[src/pkg/pef_pkg.sv]
// shared constants, register map and field helpers of the event flag and error counter bank
package pef_pkg;

    localparam int unsigned DATA_W = 32;
    localparam int unsigned REG_W = 16;
    localparam int unsigned ADDR_W = 8;
    localparam int unsigned EVT_W = 6;

    // register indices; byte address is four times the index
    localparam logic [7:0] IDX_FLAGS_ONE = 8'h12;
    localparam logic [7:0] IDX_FLAGS_TWO = 8'h13;
    localparam logic [7:0] IDX_FC_CNT = 8'h14;
    localparam logic [7:0] IDX_RX_ERR_CNT = 8'h15;

    // event vector order inside the bank
    localparam int unsigned EV_UV = 5;
    localparam int unsigned EV_OV = 4;
    localparam int unsigned EV_OT = 3;
    localparam int unsigned EV_SLEEP = 2;
    localparam int unsigned EV_POL = 1;
    localparam int unsigned EV_JAB = 0;

    // flag and enable bit positions of the second flags register
    localparam int unsigned FLG_UV = 15;
    localparam int unsigned FLG_OV = 14;
    localparam int unsigned FLG_OT = 11;
    localparam int unsigned FLG_SLEEP = 10;
    localparam int unsigned FLG_POL = 9;
    localparam int unsigned FLG_JAB = 8;
    localparam int unsigned ENB_UV = 7;
    localparam int unsigned ENB_OV = 6;
    localparam int unsigned ENB_OT = 3;
    localparam int unsigned ENB_SLEEP = 2;
    localparam int unsigned ENB_POL = 1;
    localparam int unsigned ENB_JAB = 0;

    // half-full flags and enables of the first flags register
    localparam int unsigned FLG_FC_HF = 9;
    localparam int unsigned FLG_RE_HF = 8;
    localparam int unsigned ENB_FC_HF = 1;
    localparam int unsigned ENB_RE_HF = 0;

    // counter limits
    localparam logic [7:0] FC_MAX = 8'hFF;
    localparam logic [7:0] FC_HALF = 8'h7F;
    localparam logic [15:0] RE_MAX = 16'hFFFF;
    localparam logic [15:0] RE_HALF = 16'h7FFF;
    localparam logic [15:0] REG_RESET = 16'h0000;

    function automatic logic [ADDR_W-1:0] byte_addr(input logic [7:0] idx);
        return {idx[5:0], 2'b00};
    endfunction : byte_addr

    function automatic logic [15:0] sat_inc(input logic [15:0] v, input logic inc, input logic [15:0] lim);
        if (inc && (v != lim)) begin
            return v + 16'h0001;
        end
        return v;
    endfunction : sat_inc

    function automatic logic [5:0] flags_of(input logic [15:0] w);
        return {w[FLG_UV], w[FLG_OV], w[FLG_OT], w[FLG_SLEEP], w[FLG_POL], w[FLG_JAB]};
    endfunction : flags_of

    function automatic logic [5:0] enables_of(input logic [15:0] w);
        return {w[ENB_UV], w[ENB_OV], w[ENB_OT], w[ENB_SLEEP], w[ENB_POL], w[ENB_JAB]};
    endfunction : enables_of

endpackage : pef_pkg

[src/core/pef_event_counters.sv]
// event flag, enable and clear-on-read error counter register bank behind an apb slave
//
// Function
// RQ1: undervoltage event sets flag bit 15, held pending until cleared.
// RQ2: overvoltage event sets flag bit 14, held pending until cleared.
// RQ3: overtemperature event sets flag bit 11, held pending until cleared.
// RQ4: sleep mode event sets flag bit 10, held pending until cleared.
// RQ5: receive polarity change sets flag bit 9, held pending until cleared.
// RQ6: jabber detection sets flag bit 8, held pending until cleared.
// RQ7: writable enables 7,6,3,2,1,0 gate the six events; all reset to zero.
// RQ8: bits 13:12 and 5:4 of second flags register read zero.
// RQ9: eight-bit false carrier counter in bits 7:0; upper bits read zero.
// RQ10: false carrier counter saturates at its maximum instead of wrapping.
// RQ11: false carrier count above half-full raises an event.
// RQ12: reading false carrier count returns it and clears it.
// RQ13: sixteen-bit counter counts invalid symbols seen with carrier and data valid.
// RQ14: receive error counter holds while mac side loopback is on.
// RQ15: receive error counter saturates at all ones.
// RQ16: receive error count above half-full raises an event.
// RQ17: reading receive error count returns it and clears it.
// RQ18: half-full events flag bits 9,8 of first register, gated by enables 1,0.
// RQ19: latched flags clear on register read unless their event persists.
// RQ20: interrupt requested while any pending flag has its enable set.
// RQ21: host reads status and counters to acknowledge; reads destroy their contents.
`timescale 1ns/10ps
`default_nettype none
module pef_event_counters (
    // clock and reset
    input wire logic pclk,
    input wire logic presetn,
    // apb slave
    input wire logic psel,
    input wire logic penable,
    input wire logic pwrite,
    input wire logic [pef_pkg::ADDR_W-1:0] paddr,
    input wire logic [pef_pkg::DATA_W-1:0] pwdata,
    output logic [pef_pkg::DATA_W-1:0] prdata,
    output logic pready,
    output logic pslverr,
    // asynchronous sensor and line levels
    input wire logic undervoltage,
    input wire logic overvoltage,
    input wire logic overtemperature,
    input wire logic sleep_event,
    input wire logic rx_polarity,
    input wire logic jabber,
    // receive path strobes on pclk
    input wire logic false_carrier,
    input wire logic rx_carrier,
    input wire logic rx_dv,
    input wire logic rx_invalid_symbol,
    input wire logic mac_side_interface_loopback,
    // interrupt request
    output logic int_req
);

    logic [pef_pkg::EVT_W-1:0] level_r;
    logic pol_prev_r;
    logic [pef_pkg::EVT_W-1:0] ev_now;
    logic [pef_pkg::EVT_W-1:0] flags_two_r;
    logic [pef_pkg::EVT_W-1:0] en_two_r;
    logic [1:0] hf_r;
    logic [1:0] en_one_r;
    logic [1:0] hf_now;
    logic [7:0] fc_cnt_r;
    logic [15:0] re_cnt_r;
    logic [7:0] fc_base;
    logic [15:0] re_base;
    logic [15:0] fc_next16;
    logic [15:0] re_next16;
    logic fc_inc;
    logic re_inc;
    logic [pef_pkg::DATA_W-1:0] prdata_r;
    logic pready_r;
    logic pslverr_r;
    logic int_req_r;
    logic setup;
    logic done;
    logic hit_one;
    logic hit_two;
    logic hit_fc;
    logic hit_re;
    logic rd_one;
    logic rd_two;
    logic rd_fc;
    logic rd_re;
    logic [15:0] rd_word;

    // sensor levels come from another domain
    pef_pin_sync #(
        .WIDTH(pef_pkg::EVT_W)
    ) u_sync (
        .pclk(pclk),
        .presetn(presetn),
        .async_in({undervoltage, overvoltage, overtemperature, sleep_event, rx_polarity, jabber}),
        .level_r(level_r)
    );

    always_ff @(posedge pclk or negedge presetn) begin
        if (!presetn) begin
            pol_prev_r <= 1'b0;
        end else begin
            pol_prev_r <= level_r[pef_pkg::EV_POL];
        end
    end

    // polarity is a level; only its change is an event
    always_comb begin
        ev_now = level_r;
        ev_now[pef_pkg::EV_POL] = level_r[pef_pkg::EV_POL] ^ pol_prev_r; // [RQ5]
    end

    // apb decode; address must match a whole aligned word
    assign setup = psel && !penable;
    assign done = psel && penable && pready_r;
    assign hit_one = (paddr == pef_pkg::byte_addr(pef_pkg::IDX_FLAGS_ONE));
    assign hit_two = (paddr == pef_pkg::byte_addr(pef_pkg::IDX_FLAGS_TWO));
    assign hit_fc = (paddr == pef_pkg::byte_addr(pef_pkg::IDX_FC_CNT));
    assign hit_re = (paddr == pef_pkg::byte_addr(pef_pkg::IDX_RX_ERR_CNT));
    assign rd_one = done && !pwrite && hit_one;
    assign rd_two = done && !pwrite && hit_two;
    assign rd_fc = done && !pwrite && hit_fc;
    assign rd_re = done && !pwrite && hit_re;

    // read word assembled from live state; reserved bits stay zero
    always_comb begin
        rd_word = pef_pkg::REG_RESET; // [RQ8]
        if (hit_two) begin
            rd_word[pef_pkg::FLG_UV] = flags_two_r[pef_pkg::EV_UV]; // [RQ1]
            rd_word[pef_pkg::FLG_OV] = flags_two_r[pef_pkg::EV_OV]; // [RQ2]
            rd_word[pef_pkg::FLG_OT] = flags_two_r[pef_pkg::EV_OT]; // [RQ3]
            rd_word[pef_pkg::FLG_SLEEP] = flags_two_r[pef_pkg::EV_SLEEP]; // [RQ4]
            rd_word[pef_pkg::FLG_POL] = flags_two_r[pef_pkg::EV_POL]; // [RQ5]
            rd_word[pef_pkg::FLG_JAB] = flags_two_r[pef_pkg::EV_JAB]; // [RQ6]
            rd_word[pef_pkg::ENB_UV] = en_two_r[pef_pkg::EV_UV]; // [RQ7]
            rd_word[pef_pkg::ENB_OV] = en_two_r[pef_pkg::EV_OV];
            rd_word[pef_pkg::ENB_OT] = en_two_r[pef_pkg::EV_OT];
            rd_word[pef_pkg::ENB_SLEEP] = en_two_r[pef_pkg::EV_SLEEP];
            rd_word[pef_pkg::ENB_POL] = en_two_r[pef_pkg::EV_POL];
            rd_word[pef_pkg::ENB_JAB] = en_two_r[pef_pkg::EV_JAB];
        end else if (hit_one) begin
            rd_word[pef_pkg::FLG_FC_HF] = hf_r[1]; // [RQ18]
            rd_word[pef_pkg::FLG_RE_HF] = hf_r[0];
            rd_word[pef_pkg::ENB_FC_HF] = en_one_r[1];
            rd_word[pef_pkg::ENB_RE_HF] = en_one_r[0];
        end else if (hit_fc) begin
            rd_word[7:0] = fc_cnt_r; // [RQ9]
        end else if (hit_re) begin
            rd_word = re_cnt_r;
        end
    end

    // one access cycle after setup; data snapshot taken at the setup edge
    always_ff @(posedge pclk or negedge presetn) begin
        if (!presetn) begin
            pready_r <= 1'b0;
            pslverr_r <= 1'b0;
            prdata_r <= '0;
        end else begin
            pready_r <= setup;
            pslverr_r <= setup && !(hit_one || hit_two || hit_fc || hit_re);
            if (setup && !pwrite) begin
                prdata_r <= {16'h0000, rd_word};
            end else if (setup) begin
                prdata_r <= '0;
            end
        end
    end

    // enables are the only software-writable state
    always_ff @(posedge pclk or negedge presetn) begin
        if (!presetn) begin
            en_two_r <= '0; // [RQ7]
            en_one_r <= '0;
        end else if (done && pwrite) begin
            if (hit_two) begin
                en_two_r <= pef_pkg::enables_of(pwdata[15:0]); // [RQ7]
            end
            if (hit_one) begin
                en_one_r <= {pwdata[pef_pkg::ENB_FC_HF], pwdata[pef_pkg::ENB_RE_HF]}; // [RQ18]
            end
        end
    end

    // only bits seen by the read are cleared, and a present event wins over the clear
    always_ff @(posedge pclk or negedge presetn) begin
        if (!presetn) begin
            flags_two_r <= '0;
        end else if (rd_two) begin
            flags_two_r <= (flags_two_r & ~pef_pkg::flags_of(prdata_r[15:0])) | ev_now; // [RQ19]
        end else begin
            flags_two_r <= flags_two_r | ev_now; // [RQ1] [RQ2] [RQ3] [RQ4] [RQ5] [RQ6]
        end
    end

    assign hf_now = {fc_cnt_r > pef_pkg::FC_HALF, re_cnt_r > pef_pkg::RE_HALF}; // [RQ11] [RQ16]

    always_ff @(posedge pclk or negedge presetn) begin
        if (!presetn) begin
            hf_r <= '0;
        end else if (rd_one) begin
            hf_r <= (hf_r & ~{prdata_r[pef_pkg::FLG_FC_HF], prdata_r[pef_pkg::FLG_RE_HF]}) | hf_now; // [RQ19]
        end else begin
            hf_r <= hf_r | hf_now; // [RQ18]
        end
    end

    // counters: a read subtracts what it returned, so counts arriving during it survive
    assign fc_inc = false_carrier; // [RQ9]
    assign re_inc = rx_invalid_symbol && rx_dv && rx_carrier && !mac_side_interface_loopback; // [RQ13] [RQ14]
    assign fc_base = rd_fc ? (fc_cnt_r - prdata_r[7:0]) : fc_cnt_r; // [RQ12]
    assign re_base = rd_re ? (re_cnt_r - prdata_r[15:0]) : re_cnt_r; // [RQ17]
    assign fc_next16 = pef_pkg::sat_inc({8'h00, fc_base}, fc_inc, {8'h00, pef_pkg::FC_MAX}); // [RQ10]
    assign re_next16 = pef_pkg::sat_inc(re_base, re_inc, pef_pkg::RE_MAX); // [RQ15]

    always_ff @(posedge pclk or negedge presetn) begin
        if (!presetn) begin
            fc_cnt_r <= '0;
        end else begin
            fc_cnt_r <= fc_next16[7:0]; // [RQ9] [RQ12]
        end
    end

    always_ff @(posedge pclk or negedge presetn) begin
        if (!presetn) begin
            re_cnt_r <= '0;
        end else begin
            re_cnt_r <= re_next16; // [RQ13] [RQ17]
        end
    end

    // request lags the flags by one cycle to keep the output registered
    always_ff @(posedge pclk or negedge presetn) begin
        if (!presetn) begin
            int_req_r <= 1'b0;
        end else begin
            int_req_r <= (|(flags_two_r & en_two_r)) || (|(hf_r & en_one_r)); // [RQ20]
        end
    end

    assign prdata = prdata_r;
    assign pready = pready_r;
    assign pslverr = pslverr_r;
    assign int_req = int_req_r;
endmodule : pef_event_counters
`default_nettype wire

[src/core/pef_pin_sync.sv]
// three-stage pin synchroniser whose output follows once stages two and three agree
`timescale 1ns/10ps
`default_nettype none
module pef_pin_sync #(
    parameter int unsigned WIDTH = 6
) (
    // clock and reset
    input wire logic pclk,
    input wire logic presetn,
    // asynchronous levels in, settled levels out
    input wire logic [WIDTH-1:0] async_in,
    output logic [WIDTH-1:0] level_r
);

    logic [WIDTH-1:0] stage1_r;
    logic [WIDTH-1:0] stage2_r;
    logic [WIDTH-1:0] stage3_r;
    logic [WIDTH-1:0] differ;

    // stage one feeds stage two only
    always_ff @(posedge pclk or negedge presetn) begin
        if (!presetn) begin
            stage1_r <= '0;
            stage2_r <= '0;
            stage3_r <= '0;
        end else begin
            stage1_r <= async_in;
            stage2_r <= stage1_r;
            stage3_r <= stage2_r;
        end
    end

    assign differ = stage2_r ^ stage3_r;

    // a bit moves only when two stages agree, filtering one-cycle glitches
    always_ff @(posedge pclk or negedge presetn) begin
        if (!presetn) begin
            level_r <= '0;
        end else begin
            level_r <= (stage2_r & ~differ) | (level_r & differ);
        end
    end

endmodule : pef_pin_sync
`default_nettype wire

[config.mk]
export PLATFORM = sky130hd
export DESIGN_NAME = pef_event_counters
export DESIGN_NICKNAME = d
export VERILOG_FILES = /design/src/pkg/pef_pkg.sv /design/src/core/pef_event_counters.sv /design/src/core/pef_pin_sync.sv
export SDC_FILE = /design/constraint.sdc
export NUM_CORES = 1
export LEC_CHECK = 0
export ABC_AREA = 1
export BUFFER_PORTS_ARGS = -buffer_cell sky130_fd_sc_hd__buf_2
export CAP_MARGIN = 20
export CELL_PAD_IN_SITES_DETAIL_PLACEMENT = 1
export CELL_PAD_IN_SITES_GLOBAL_PLACEMENT = 2
export CORE_ASPECT_RATIO = 0.9
export CORE_MARGIN = 3
export CORE_UTILIZATION = 35
export DETAILED_ROUTE_END_ITERATION = 16
export PLACE_DENSITY = 0.84
export SETUP_SLACK_MARGIN = 0.3
export SKIP_LAST_GASP = 1
export SYNTH_ARGS = -nofsm -noshare
export SYNTH_HDL_FRONTEND = slang
export SYNTH_SLANG_ARGS = --single-unit
[constraint.sdc]
create_clock -name pclk -period 6.4 [get_ports pclk]
set_clock_uncertainty 0.2 [all_clocks]
set_input_delay 1.28 -clock pclk [delete_from_list [all_inputs] [get_ports pclk]]
set_output_delay 1.28 -clock pclk [all_outputs]
set_load 0.01 [all_outputs]
==> results.json <==
{
  "firstDrtPassIters": 4,
  "worstSetupPathType": "input port to flip-flop",
  "min_from": "u_sync.stage1_r[2]",
  "holdBufCountCts": 0,
  "drive_gt1_share_pct": 12.1,
  "die_h_um": 127,
  "grt_util_all_layers_pct": 19.7,
  "async_flop_share_pct": 100,
  "finalHoldViolCount": 0,
  "synth_common_cells": "nand2_1 (248), inv_1 (124), dfrtp_1 (84)",
  "slew-limit-headroom_pct": 49.0,
  "cp-start-kind": "input port",
  "grt_max_degree": 61,
  "cts_tree": "done",
  "rr_endpoint": "re_cnt_r[6]",
  "die_w_um": 141,
  "period_needed_ps": 3940,
  "ys_types": 48,
  "syn_area_um2": 5710,
  "die-area_um2": 17900,
  "antenna_found_initial": 0,
  "synth.avg_cell_area_um2": 7.31,
  "power_frac_seq_pct": 33.9,
  "grt-ovfl-total": 0,
  "cts-buffers-inserted": 9,
  "setup_violations": 0,
  "cp.required_ps": 6430,
  "worstPathArrival_ps": 3970,
  "drc_errors": 0,
  "area_growth_pct": 12.3,
  "yosys.area.top_type": "dfrtp_1",
  "dp.cells": 1026,
  "fin_area_um2": 6410,
  "power.switching_mw": 0.700,
  "setup_slack_ps": 2460,
  "vias_per_cell": 4.94,
  "reg2reg_from": "prdata[0]",
  "fin_crit_sh_pct": 61.5,
  "fillers": 2028,
  "port_buffers": 48,
  "grt_pass1_vias": 5368,
  "wl_mm": 16.9,
  "dp_hpwl_mm": 13.5,
  "p_clk_share_pct": 29.3,
  "holdPathEnd": "u_sync.stage2_r[2]",
  "leakagePower_nw": 3.43,
  "r2r_cells": 19,
  "finalSetupTns_ps": 0,
  "rsz0062_at_grt": "false",
  "endpoint_kind": "flip-flop",
  "ir_worst_vdd_mv": 0.175,
  "power_density_nw_per_um2": 285,
  "first_iter_violations": 248,
  "gp_congestion": 0.873,
  "vias": 5151,
  "worst_slew_pin_slew_ps": 765,
  "yosysMostFrequentCell": "nand2_1",
  "diodes": 0,
  "core_area_um2": 15700,
  "swShare_pct": 38.4,
  "synth-seq-area-share_pct": 36.8,
  "placed_cell_area_um2": 6100,
  "status": "complete, no violations",
  "drv_slew": 0,
  "ff2ff_setup_slack_ps": 3100,
  "p_comb_share_pct": 36.8,
  "preCtsSetupSlack_ps": 2120,
  "rows": 43,
  "yosys_most_used_dff": "dfrtp_1",
  "max_freq_ghz": 0.254,
  "cts.sinks": 84,
  "cts_root_buf": "clkbuf_16",
  "synth_edf_count": 0,
  "yosys_register_bits": 84,
  "crit_fanout": 17,
  "syn_inst": 781,
  "synth_area_leaders": "dfrtp_1 (37%), nand2_1 (16%), inv_1 (8.2%)",
  "p_int_mw": 1.12,
  "holdPathStages": 0,
  "clkLatencyLatePin_ps": 340,
  "cts_buffer_depth": 2,
  "final_nets": 918,
  "wl_per_cell_um": 16.3,
  "hp-class": "flip-flop to flip-flop",
  "cts_setup_buffers": 0,
  "synth_warnings": 0,
  "clk_pin_slew_ps": 60,
  "antenna_left": 0,
  "cts_resized": 0,
  "ioPinCount": 91,
  "initial_core_util_pct": 36.3,
  "grt_pass1_wl_mm": 28.0,
  "yosys.area.top_type_share_pct": 36.8,
  "maxCapViolCount": 0,
  "htreeDepth": 3,
  "final_cells": 1042
}
[through the flow]
step | util, % | hold WS [ps] | power (mW)
final | 40.8 | 151 | 1.82
after floorplan | - | 131 | 1.13
after CTS | 40.8 | 154 | 1.85
after detailed placement | 38.9 | 138 | 1.30
after global placement | 38.9 | 135 | 1.27
after global routing | 40.8 | 159 | 1.98
[worst max-delay path, stage by stage]
cell	delay, ps
buf_2	100
nor2_1	160
nand3_2	140
nor2_8	250
nand2_4	210
inv_2	290
nand2_1	110
nand2_2	110
ha_1	300
nand2_4	100
nor2_4	140
nand3_2	110
nor2_4	180
nand2_4	100
nand2_8	140
inv_4	100
nand2_1	80
nand2_1	60
[flip-flops by register name (all words and copies together), names as in the netlist, named ones only]
name             count
prdata              16
re_cnt_r            16
fc_cnt_r             8
en_two_r             6
flags_two_r          6
u_sync.stage1_r      6
u_sync.stage2_r      6
u_sync.stage3_r      6
en_one_r             2
hf_r                 2
int_req              1
pol_prev_r           1
pready               1
pslverr              1
[cell type report]
class | instances | area [um^2] | share of cell area, %
Inverter | 130 | 490 | 7.65
Timing Repair Buffer | 51 | 265 | 4.14
Multi-Input combinational cell | 559 | 2990 | 46.7
Tap cell | 202 | 253 | 3.94
Clock inverter | 5 | 60.1 | 0.937
Clock buffer | 11 | 243 | 3.79
Sequential cell | 84 | 2100 | 32.8
[power by group through the flow]
stage	clock network (mW)	registers, mW	logic [mW]
floorplan	0	0.613	0.513
global placement	0	0.627	0.640
detailed placement	0	0.630	0.668
CTS	0.551	0.619	0.677
global route	0.574	0.625	0.776
finish	0.535	0.619	0.671
[worst max path at each step]
stage / start / endpoint / slack [ps]
2_1_floorplan: paddr[1] / re_cnt_r[14] / 2790
3_3_place_gp: paddr[1] / re_cnt_r[13] / 2170
3_5_place_dp: paddr[1] / re_cnt_r[6] / 2120
4_1_cts: paddr[1] / re_cnt_r[6] / 2470
5_1_grt: paddr[1] / re_cnt_r[6] / 2250
6_report: paddr[1] / re_cnt_r[6] / 2460
[cells in the final DEF (no fill, tap or decap), types with 2 or more instances in the layout]
cell       instances
nand4_1           16
o22ai_1           12
nor3_1             7
nand2_4            3
o21ai_0           26
a31oi_1            2
fa_1               2
conb_1            16
nand3_2            5
a21oi_1           18
nand2_1          248
dfrtp_1           84
nor2_4             5
nand3b_1           4
xor2_1            15
xnor2_1            7
clkbuf_16          9
inv_1            124
inv_2              4
buf_2             47
o21ai_4            2
o21ai_1            4
a221oi_1           3
o21bai_1           6
o211ai_1           2
ha_1              25
o21ai_2            2
nor2_2             5
nor2_1            53
nand3_1           47
nand2_2            5
buf_4              4
maj3_1             6
[layer usage]
metal / vias up / part of all wire [%] / track usage [%]
met5: - / 0 / 0
met2: 81 / 47 / 31.8
met3: 22 / 3.7 / 2.40
met4: 0 / 1.6 / 7.01
li1: 2547 / - / -
met1: 2501 / 48 / 27.4
[cell families after synthesis]
family	count (synthesis)	share of synthesized area, %
other	1	0.0657
XOR/XNOR	22	3.38
AO/OA/AOI/OAI	86	9.52
AND/OR/NAND/NOR	402	31.3
buffers and inverters	153	11.7
adder cells (fa/ha/maj)	33	7.24
flip-flops	84	36.8
No activity file was read; power rests on OpenSTA's default activity.
